<file path="src/common/sar_adc_pkg.sv">
// Shared constants and carrier types for the converter sequencer
package sar_adc_pkg;

  // Register offsets on the plain register port
  localparam logic [2:0] OFS_STATUS_CONTROL = 3'h0;
  localparam logic [2:0] OFS_RESULT_HIGH    = 3'h1;
  localparam logic [2:0] OFS_RESULT_LOW     = 3'h2;
  localparam logic [2:0] OFS_CONV_CLOCK     = 3'h3;
  localparam logic [2:0] OFS_PORT_DATA      = 3'h4;
  localparam logic [2:0] OFS_PORT_DIR       = 3'h5;

  // Status and control field positions
  localparam int DONE_BIT      = 7;
  localparam int IRQ_EN_BIT    = 6;
  localparam int CONT_BIT      = 5;
  localparam int CHAN_LSB      = 0;
  localparam int CHAN_W        = 5;

  // Clock register field positions
  localparam int DIV_LSB       = 5;
  localparam int DIV_W         = 3;
  localparam int SRC_BIT       = 4;
  localparam int FMT_LSB       = 2;
  localparam int FMT_W         = 2;

  // Reset values
  localparam logic [7:0] STATUS_RESET = 8'h1F;
  localparam logic [7:0] CLOCK_RESET  = 8'h00;
  localparam logic [4:0] CHAN_OFF     = 5'h1F;

  // Channel map
  localparam int          NUM_CHANNELS = 10;
  localparam logic [4:0]  CHAN_HIGH_REF = 5'h1D;
  localparam logic [4:0]  CHAN_LOW_REF  = 5'h1E;
  localparam int          NUM_PINS      = 10;

  // Conversion timing in converter cycles
  localparam int          CONV_CYCLES  = 16;
  localparam logic [4:0]  CONV_LAST    = 5'(CONV_CYCLES - 1);

  // Sample width and full-scale codes
  localparam int          RES_W        = 10;
  localparam logic [9:0]  CODE_MAX     = 10'h3FF;
  localparam logic [9:0]  CODE_MIN     = 10'h000;

  // Result formats
  typedef enum logic [1:0] {
    FMT_LEFT,
    FMT_RIGHT,
    FMT_SIGNED_LEFT,
    FMT_TRUNC8
  } result_format_t;

  // Register port request
  typedef struct packed {
    logic [2:0] addr;
    logic [7:0] wdata;
    logic       wr;
    logic       rd;
  } reg_req_t;

  // Formatted result pair
  typedef struct packed {
    logic [7:0] high;
    logic [7:0] low;
  } result_pair_t;

endpackage

</file>
<file path="src/rtl/sar_adc_sequencer.sv">
// Control logic of a ten-channel successive-approximation converter
// Notes on behaviour
// (RL1) Channel select field routes one of ten channels to the converter.
// (RL2) Selected shared pin leaves port logic; port writes do not reach it.
// (RL3) Reading the port bit of a pin the converter uses returns 0.
// (RL4) High reference gives 3FF, low gives 000; out-of-range saturates.
// (RL5) A status and control write starts a conversion.
// (RL6) A conversion takes 16 to 17 converter clock cycles.
// (RL7) Converter clock is bus or crystal clock, then a selectable divider.
// (RL8) Partial first cycle after the start write counts as cycle seventeen.
// (RL9) Continuous mode reloads results after every conversion, read or not.
// (RL10) Continuous mode converts back to back until the bit is cleared.
// (RL11) Done flag sets after each conversion, stays until result data read; a control write also clears it.
// (RL12) Software discards data of a conversion interrupted by a control write.
// (RL13) Four result formats chosen by two format bits in clock register.
// (RL14) Left format: top eight bits high register, bottom two in low.
// (RL15) After high read, no new result stored until low is read.
// (RL16) Right format: top two bits high register, bottom eight low register.
// (RL17) Signed left format is left format with top bit inverted.
// (RL18) Truncation: top eight bits into low register, no interlock.
// (RL19) With interrupts enabled, each finished conversion requests one.
// (RL20) With interrupts enabled the done flag stays zero.
// (RL21) Converter runs during wait mode; its interrupt can wake the MCU.
// (RL22) Software powers the converter off before wait if not needed.
// (RL23) Channel field all ones switches the converter off.
// (RL24) Any status and control write aborts and restarts conversion.
// (RL25) Pending interrupt clears on result data read or control write.
// (RL26) Reset clears continuous bit, giving single conversion mode.
//
// Local design decisions: the register addresses and strobed register access.
`timescale 1ns/1ns
`default_nettype none

module sar_adc_sequencer
(
  input  wire logic                      ref_clk,
  input  wire logic                      rst,
  input  wire logic                      clk_en,
  input  wire logic                      crystal_derived_clock,
  input  wire sar_adc_pkg::reg_req_t     reg_req,
  output logic [7:0]                     reg_rdata,
  input  wire logic [9:0]                pin_level,
  output logic [9:0]                     pin_out,
  output logic [9:0]                     pin_oe_n,
  output logic [4:0]                     mux_select,
  output logic                           converter_power,
  output logic                           sample_hold,
  output logic [9:0]                     trial_code,
  input  wire logic                      comparator_high,
  input  wire logic                      wait_mode,
  output logic                           irq_request,
  output logic                           wake_request,
  output logic                           converting
);

  typedef enum logic [1:0] {
    ST_IDLE,
    ST_ALIGN,
    ST_RUN
  } conv_state_t;

  // Decode a register address against the port strobes
  function automatic logic hit(input logic strobe,
                               input logic [2:0] addr,
                               input logic [2:0] ofs);
    hit = strobe && (addr == ofs);
  endfunction

  // Tell whether a channel code names one of the shared pins
  function automatic logic is_pin(input logic [4:0] chan);
    is_pin = (chan < 5'(sar_adc_pkg::NUM_CHANNELS));
  endfunction

  logic                 wr_status;
  logic                 wr_clock;
  logic                 wr_pdata;
  logic                 wr_pdir;
  logic                 rd_high;
  logic                 rd_low;
  logic [7:0]           status_ff;
  logic [7:0]           clock_ff;
  logic [9:0]           port_data_ff;
  logic [9:0]           port_dir_ff;
  logic [1:0]           xclk_sync_ff;
  logic                 xclk_prev_ff;
  logic [6:0]           div_cnt_ff;
  logic [6:0]           div_limit;
  logic                 src_edge;
  logic                 adc_tick;
  conv_state_t          state_ff;
  logic [4:0]           step_ff;
  logic [9:0]           sar_ff;
  logic [9:0]           nxt_sar;
  logic                 conv_end;
  logic                 done_ff;
  logic                 irq_ff;
  logic                 lock_ff;
  sar_adc_pkg::result_pair_t result_ff;
  sar_adc_pkg::result_pair_t nxt_result;
  logic [9:0]           pin_sync1_ff;
  logic [9:0]           pin_sync2_ff;
  logic [9:0]           pin_own;
  logic [4:0]           chan;
  logic                 powered;
  logic [9:0]           code;
  logic [7:0]           rdata_ff;

  // Strobe decode, shared by the register processes other than read data and the input stages
  assign wr_status = hit(reg_req.wr, reg_req.addr,
                         sar_adc_pkg::OFS_STATUS_CONTROL);
  assign wr_clock  = hit(reg_req.wr, reg_req.addr,
                         sar_adc_pkg::OFS_CONV_CLOCK);
  assign wr_pdata  = hit(reg_req.wr, reg_req.addr,
                         sar_adc_pkg::OFS_PORT_DATA);
  assign wr_pdir   = hit(reg_req.wr, reg_req.addr,
                         sar_adc_pkg::OFS_PORT_DIR);
  assign rd_high   = hit(reg_req.rd, reg_req.addr,
                         sar_adc_pkg::OFS_RESULT_HIGH);
  assign rd_low    = hit(reg_req.rd, reg_req.addr,
                         sar_adc_pkg::OFS_RESULT_LOW);

  assign chan    = status_ff[sar_adc_pkg::CHAN_LSB +: sar_adc_pkg::CHAN_W];
  assign powered = (chan != sar_adc_pkg::CHAN_OFF); // RL23

  // Control registers; done flag bit is never stored from a write
  always_ff @(posedge ref_clk or posedge rst)
  begin
    if (rst)
    begin
      status_ff <= sar_adc_pkg::STATUS_RESET; // RL26
      clock_ff  <= sar_adc_pkg::CLOCK_RESET;
    end
    else if (clk_en)
    begin
      if (wr_status)
        status_ff <= {1'b0, reg_req.wdata[6:0]};
      if (wr_clock)
        clock_ff <= reg_req.wdata;
    end
  end

  // Port data and direction, owned by port logic for non-selected pins
  always_ff @(posedge ref_clk or posedge rst)
  begin
    if (rst)
    begin
      port_data_ff <= 10'h000;
      port_dir_ff  <= 10'h000;
    end
    else if (clk_en)
    begin
      if (wr_pdata)
        port_data_ff <= {2'h0, reg_req.wdata} | (port_data_ff & 10'h300);
      if (wr_pdir)
        port_dir_ff  <= {2'h0, reg_req.wdata} | (port_dir_ff & 10'h300);
    end
  end

  // One-hot ownership of the pin selected by the converter
  always_comb
  begin
    pin_own = 10'h000;
    if (powered && is_pin(chan))
      pin_own[chan[3:0]] = 1'b1; // RL1
  end

  // Converter-owned pin is input only, whatever the port registers hold
  assign pin_out  = port_data_ff & ~pin_own;           // RL2
  assign pin_oe_n = ~(port_dir_ff & ~pin_own);         // RL2
  assign mux_select      = chan;                       // RL1
  assign converter_power = powered;

  // Pin and clock inputs come from outside, so two stages first
  always_ff @(posedge ref_clk or posedge rst)
  begin
    if (rst)
    begin
      pin_sync1_ff <= 10'h000;
      pin_sync2_ff <= 10'h000;
      xclk_sync_ff <= 2'h0;
      xclk_prev_ff <= 1'b0;
    end
    else if (clk_en)
    begin
      pin_sync1_ff <= pin_level;
      pin_sync2_ff <= pin_sync1_ff;
      xclk_sync_ff <= {xclk_sync_ff[0], crystal_derived_clock};
      xclk_prev_ff <= xclk_sync_ff[1];
    end
  end

  // Source pick then divide by 2^n; bus clock counts every cycle
  assign src_edge = clock_ff[sar_adc_pkg::SRC_BIT] ?
                    1'b1 : (xclk_sync_ff[1] & ~xclk_prev_ff); // RL7
  assign div_limit = 7'((8'h01 << clock_ff[sar_adc_pkg::DIV_LSB +:
                         sar_adc_pkg::DIV_W]) - 8'h01);
  assign adc_tick = src_edge && (div_cnt_ff == div_limit);

  // Prescaler restarts with each start write; the first cycle is full on the bus clock, partial on the crystal clock
  always_ff @(posedge ref_clk or posedge rst)
  begin
    if (rst)
      div_cnt_ff <= 7'h00;
    else if (clk_en)
    begin
      if (wr_status)
        div_cnt_ff <= 7'h00; // RL8
      else if (adc_tick)
        div_cnt_ff <= 7'h00;
      else if (src_edge)
        div_cnt_ff <= div_cnt_ff + 7'h01; // RL7
    end
  end

  // Successive approximation: trial bit per step, keep if below input.
  // The comparator follows trial_code on this clock; a two-stage sync
  // here would make each decision judge the previous trial code.
  always_comb
  begin
    nxt_sar = sar_ff;
    if (step_ff >= 5'h01 && step_ff <= 5'h0A)
    begin
      if (comparator_high)
        nxt_sar[4'hA - step_ff[3:0]] = 1'b0;
      if (step_ff < 5'h0A)
        nxt_sar[4'h9 - step_ff[3:0]] = 1'b1;
    end
  end

  // Trial code, sample phase and activity seen by the analog side
  assign trial_code  = sar_ff;
  assign sample_hold = (state_ff == ST_RUN) && (step_ff == 5'd0);
  assign converting  = (state_ff != ST_IDLE);
  assign conv_end    = (state_ff == ST_RUN) && adc_tick &&
                       (step_ff == sar_adc_pkg::CONV_LAST);

  // Sequence: align to the first full tick, then sixteen ticks
  always_ff @(posedge ref_clk or posedge rst)
  begin
    if (rst)
    begin
      state_ff <= ST_IDLE;
      step_ff  <= 5'h00;
      sar_ff   <= 10'h000;
    end
    else if (clk_en)
    begin
      if (wr_status)
      begin
        // Abort whatever runs; a powered-off write leaves it idle
        state_ff <= (reg_req.wdata[4:0] != sar_adc_pkg::CHAN_OFF) ?
                    ST_ALIGN : ST_IDLE; // RL5 RL24 RL23
        step_ff  <= 5'h00;
        sar_ff   <= 10'h200;
      end
      else
      begin
        case (state_ff)
          ST_IDLE:
            step_ff <= 5'h00;
          ST_ALIGN:
            if (adc_tick)
              state_ff <= ST_RUN; // RL8
          ST_RUN:
            if (adc_tick)
            begin
              sar_ff <= nxt_sar;
              if (conv_end)
              begin
                step_ff  <= 5'h00;
                sar_ff   <= 10'h200;
                state_ff <= status_ff[sar_adc_pkg::CONT_BIT] ?
                            ST_RUN : ST_IDLE; // RL10 RL6
              end
              else
                step_ff <= step_ff + 5'h01; // RL6
            end
          default:
            state_ff <= ST_IDLE;
        endcase
      end
    end
  end

  // References force full-scale codes before formatting, so every
  // format shows the saturated value
  always_comb
  begin
    code = sar_ff;
    if (chan == sar_adc_pkg::CHAN_HIGH_REF)
      code = sar_adc_pkg::CODE_MAX; // RL4
    else if (chan == sar_adc_pkg::CHAN_LOW_REF)
      code = sar_adc_pkg::CODE_MIN; // RL4
  end

  // Format the finished code into the high/low register pair
  always_comb
  begin
    nxt_result = '0;
    case (sar_adc_pkg::result_format_t'(
          clock_ff[sar_adc_pkg::FMT_LSB +: sar_adc_pkg::FMT_W])) // RL13
      sar_adc_pkg::FMT_LEFT:
        nxt_result = {code[9:2], code[1:0], 6'h00}; // RL14
      sar_adc_pkg::FMT_RIGHT:
        nxt_result = {6'h00, code[9:8], code[7:0]}; // RL16
      sar_adc_pkg::FMT_SIGNED_LEFT:
        nxt_result = {~code[9], code[8:2], code[1:0], 6'h00}; // RL17
      sar_adc_pkg::FMT_TRUNC8:
        nxt_result = {8'h00, code[9:2]}; // RL18
      default:
        nxt_result = '0;
    endcase
  end

  // Result store; outside truncation format the high read holds the pair until the low read
  always_ff @(posedge ref_clk or posedge rst)
  begin
    if (rst)
    begin
      result_ff <= '0;
      lock_ff   <= 1'b0;
    end
    else if (clk_en)
    begin
      if (conv_end && !lock_ff)
        result_ff <= nxt_result; // RL9 RL15
      if (rd_low)
        lock_ff <= 1'b0; // RL15
      else if (rd_high && clock_ff[sar_adc_pkg::FMT_LSB +:
               sar_adc_pkg::FMT_W] != 2'(sar_adc_pkg::FMT_TRUNC8))
        lock_ff <= 1'b1; // RL15 RL18
    end
  end

  // Done flag and interrupt: a finishing conversion beats a clearing access
  always_ff @(posedge ref_clk or posedge rst)
  begin
    if (rst)
    begin
      done_ff <= 1'b0;
      irq_ff  <= 1'b0;
    end
    else if (clk_en)
    begin
      if (conv_end && !status_ff[sar_adc_pkg::IRQ_EN_BIT])
        done_ff <= 1'b1; // RL11
      else if (rd_low || rd_high || wr_status ||
               status_ff[sar_adc_pkg::IRQ_EN_BIT])
        done_ff <= 1'b0; // RL11 RL20
      if (conv_end && status_ff[sar_adc_pkg::IRQ_EN_BIT])
        irq_ff <= 1'b1; // RL19
      else if (rd_low || rd_high || wr_status)
        irq_ff <= 1'b0; // RL25
    end
  end

  // Interrupt also serves as the wake source while the CPU waits
  assign irq_request  = irq_ff;
  assign wake_request = irq_ff && wait_mode; // RL21

  // Read data one cycle after the strobe; unmapped reads give zero
  always_ff @(posedge ref_clk or posedge rst)
  begin
    if (rst)
      rdata_ff <= 8'h00;
    else if (clk_en)
    begin
      if (!reg_req.rd)
        rdata_ff <= 8'h00;
      else if (reg_req.addr == sar_adc_pkg::OFS_STATUS_CONTROL)
        rdata_ff <= {done_ff, status_ff[6:0]}; // RL20
      else if (reg_req.addr == sar_adc_pkg::OFS_RESULT_HIGH)
        rdata_ff <= result_ff.high;
      else if (reg_req.addr == sar_adc_pkg::OFS_RESULT_LOW)
        rdata_ff <= result_ff.low;
      else if (reg_req.addr == sar_adc_pkg::OFS_CONV_CLOCK)
        rdata_ff <= clock_ff;
      else if (reg_req.addr == sar_adc_pkg::OFS_PORT_DATA)
        rdata_ff <= pin_sync2_ff[7:0] & ~pin_own[7:0]; // RL3
      else if (reg_req.addr == sar_adc_pkg::OFS_PORT_DIR)
        rdata_ff <= port_dir_ff[7:0];
      else
        rdata_ff <= 8'h00;
    end
  end

  assign reg_rdata = rdata_ff;

endmodule

`default_nettype wire

</file>
<file path="config.mk">
export PLATFORM = sky130hd
export DESIGN_NAME = sar_adc_sequencer
export DESIGN_NICKNAME = d
export VERILOG_FILES = /design/src/common/sar_adc_pkg.sv /design/src/rtl/sar_adc_sequencer.sv
export SDC_FILE = /design/constraint.sdc
export NUM_CORES = 1
export LEC_CHECK = 0
export BUFFER_PORTS_ARGS = -buffer_cell sky130_fd_sc_hd__buf_2
export CORE_ASPECT_RATIO = 1.25
export CORE_UTILIZATION = 50
export CTS_CLUSTER_DIAMETER = 200
export DETAILED_ROUTE_END_ITERATION = 10
export GPL_TIMING_DRIVEN = 0
export PLACE_DENSITY_LB_ADDON = 0.2
export RECOVER_POWER = 25
export SYNTH_ARGS = -nofsm -noshare
export SYNTH_HDL_FRONTEND = slang
export SYNTH_SLANG_ARGS = --single-unit
export TNS_END_PERCENT = 5
</file>
<file path="constraint.sdc">
create_clock -name ref_clk -period 4.2 [get_ports ref_clk]
set_clock_uncertainty 0.15 [all_clocks]
set_input_delay 0.63 -clock ref_clk [delete_from_list [all_inputs] [get_ports ref_clk]]
set_output_delay 0.63 -clock ref_clk [all_outputs]
set_load 0.02 [all_outputs]
</file>
==> results.yml <==
run_status:
  status: "finished with violations"
  violations: "max-capacitance violations, max-slew violations"
global_routing:
  antenna_found_initial: 0
  grt-busiest-layer: "met2"
  use_met3: 0.03226
  grt.met2_usage: 0.4288
  grt_pass1_vias: 4575
  grt_usage: 0.2494
  use_met1: 0.3158
  grt_pass1_wl_um: 23250
  overflow: 0
  grt_max_degree: 52
floorplan:
  ioPinCount: 77
  die_w_um: 97.53
  start_util: 0.5146
  core_area_um2: 11080
  rows: 43
  die_area_um2: 11840
  die_h_um: 121.4
job:
  drv_cap: 1
critical_path:
  rrSetupSlack_ns: 0.43
  setup.worst_path.end: "result_ff[6]$_DFFE_PP0P_"
  cp_max_fo: 10
  critPathRequiredTime_ns: 4.27
  reg2reg_to: "result_ff[6]$_DFFE_PP0P_"
  reg2reg_depth: 11
  r2r-start: "clock_ff[7]$_DFFE_PP0P_"
  path_class: "reg2reg"
  arrival_ns: 3.84
  endpoint_kind: "flop"
  critPathLaunchType: "flop"
  critPathLaunch: "clock_ff[7]$_DFFE_PP0P_"
clocking:
  htreeDepth: 3
  clk-insertion-delay-late_ns: 0.35
  cts_resized: 0
  cts_buffers: 9
  post_cts.repair.setup_buffers: 0
  cts_tree: "done"
  clockBufferDepth: 2
  clk_pin_slew_worst_paths_ns: 0.07
  holdBufCountCts: 0
  ctsRootBufferMaster: "clkbuf_16"
  cts_sinks: 101
final_layout:
  layout.nets: 693
  drive_above_1_share: 0.2785
  final_cells: 792
  area_growth_pct: 14.66
  utilization: 0.5900
  antenna_cells: 0
  fill_cells: 951
timing:
  period_share: 0.8972
  fin_crit_ns: 3.768
  tightest_slew_ns: 2.198
  grt_setup_unrepaired: "no"
  finalSetupViolCount: 0
  hold_viol_final: 0
  max_slew_margin: -0.4732
  fmax_mhz: 265.4
  maxSlewViolCount: 52
placed_design:
  io_buffer_count: 67
  gp_congestion: 0.9308
  dp_hpwl_um: 10590
  dp.cells: 776
logic_synthesis:
  async_flop_share: 1.000
  syn_inst: 571
  ys_warn_count: 0
  ys_seq_area_frac: 0.4443
  synth_edf_count: 0
  synth_area_um2: 5703
  ys_ff_latch: 101
  syn_area_per_cell_um2: 9.988
  synthFlopType: "dfrtp_1"
  synth_cell_types: 67
drt:
  drc: 0
  via_count: 4578
  wl_per_cell_um: 18.03
  dr.pass1.iters: 4
  routed_wl_um: 14280
  drtIter0Drc: 144
  antenna_left: 0
  avgViaCountPerCell: 5.780
power_and_ir_drop:
  irDropWorstVdd_mv: 0.2166
  leakage_nw: 3.009
  total_power_mw: 3.061
  p_per_area_nw_per_um2: 468.1
worst_hold_path:
  holdCritStartpoint: "result_ff[12]$_DFFE_PP0P_"
  holdCritPathClass: "reg2reg"
## logic make-up (layout without fill, tap and decap cells)
group	Yosys count	in the layout	synth area share
fa+ha+maj	12	12	0.02633
xor+xnor	11	11	0.01821
buf+inv	58	142	0.04936
compound gates	133	133	0.1536
mux	67	67	0.1292
flops	101	101	0.4443
simple gates	187	187	0.1777
other cells	2	4	0.001317
## state kept, by name, summed over array words and instances, names as in the netlist
signal and count:
div_cnt_ff 7, trial_code 10, reg_rdata 8, result_ff 16
port_dir_ff 8, lock_ff 1, done_ff 1, port_data_ff 8
irq_request 1, pin_sync1_ff 8, clock_ff 8, xclk_sync_ff 2
pin_sync2_ff 8, state_ff 2, step_ff 5, status_ff 7
xclk_prev_ff 1
## worst max-delay path, cell delays in order, from the launching register on
cell      delay, ns
dfrtp_1        0.41
buf_2          0.20
or3b_2         0.48
ha_1           0.28
and4_1         0.27
nor4_2         0.41
nor2_4         0.07
nor4_4         0.48
nand4b_2       0.28
buf_6          0.23
nor3_1         0.32
a21oi_1        0.07
## stage by stage
step	TNS (ns)	cell area, um2	hold WS, ns	worst slack, ns
after floorplan	0	5710	0.2987	0.7811
after global placement	-31.01	6215	0.3176	-0.3274
after detailed placement	0	6245	0.3165	0.5179
after CTS	0	6563	0.2471	0.4652
after global routing	0	6539	0.3552	0.2901
final	0	6539	0.3334	0.4316
## power by group
| group | switching [mW] | leakage, nW | internal (mW) | total [mW] |
|---|---|---|---|---|
| Combinational | 0.540 | 1.59 | 0.392 | 0.932 |
| Sequential | 0.127 | 1.27 | 1.12 | 1.24 |
| Clock | 0.394 | 0.157 | 0.491 | 0.885 |
## placed cells by master, fill, tap and decap left out, types with 7 or more instances in the layout
master,Yosys,layout
dfrtp_1,96,96
buf_2,6,73
nand2_1,57,57
mux2_2,53,53
nor2_1,35,35
o21ai_0,29,29
a21oi_1,28,28
clkbuf_1,20,20
inv_1,16,15
mux2i_1,14,14
nand3_1,13,13
ha_1,12,12
a21o_1,11,11
and2_1,11,11
o21ai_1,11,11
nor2b_1,10,10
o211ai_1,9,9
nand2b_1,9,9
nor3_1,9,9
buf_4,9,9
clkbuf_16,0,9
a22o_1,8,8
nand4_1,7,7
a32oi_1,7,7
## cells in the mapped netlist (4+ instances only)
master    number  area share
nor3_1         9      0.0079
o22ai_1        4      0.0044
nor3_2         6       0.011
ha_1          12       0.026
nor2_1        35       0.023
mux2_2        53        0.10
xnor2_1        5      0.0077
nand2_1       57       0.038
mux2i_1       14       0.025
nand2b_1       9      0.0099
o21ai_0       29       0.025
and2_1        11       0.012
nand4_1        7      0.0077
a21o_1        11       0.014
buf_2          6      0.0053
clkbuf_1      20       0.013
dfrtp_1       96        0.42
inv_1         16       0.011
o211ai_1       9       0.012
nand3_1       13       0.011
o21ai_1       11      0.0097
a22o_1         8       0.012
dfstp_2        5       0.023
buf_1          4      0.0026
buf_4          9       0.012
a32oi_1        7       0.011
o21bai_1       4      0.0053
xor2_1         5      0.0077
nor2b_1       10       0.011
and3_1         5      0.0055
a21oi_1       28       0.025
## layout make-up
type | instances | area [um2] | area share
Multi-Input combinational cell | 414 | 2895 | 0.4428
Sequential cell | 101 | 2534 | 0.3875
Timing Repair Buffer | 68 | 340.3 | 0.05205
Clock buffer | 10 | 239.0 | 0.03655
Buffer | 42 | 221.5 | 0.03387
Tap cell | 135 | 168.9 | 0.02583
Clock inverter | 6 | 78.83 | 0.01206
Inverter | 16 | 61.31 | 0.009376
## worst min path at each step
stage	depth (start not counted)	slack (ns)	to
final	1	0.33	result_ff[12]$_DFFE_PP0P_
after global routing	2	0.36	pin_sync1_ff[6]$_DFFE_PP0P_
after CTS	2	0.25	pin_sync1_ff[3]$_DFFE_PP0P_
after detailed placement	1	0.32	result_ff[12]$_DFFE_PP0P_
after global placement	1	0.32	result_ff[13]$_DFFE_PP0P_
after floorplan	1	0.30	result_ff[13]$_DFFE_PP0P_
## metal layers
| layer | up-vias | routed length, um |
|---|---|---|
| li1 | 2198 | - |
| met3 | 24 | 476 |
| met2 | 109 | 7328 |
| met5 | - | 0 |
| met1 | 2247 | 6139 |
| met4 | 0 | 335 |
Note: power is estimated with default switching activity, not from simulation.
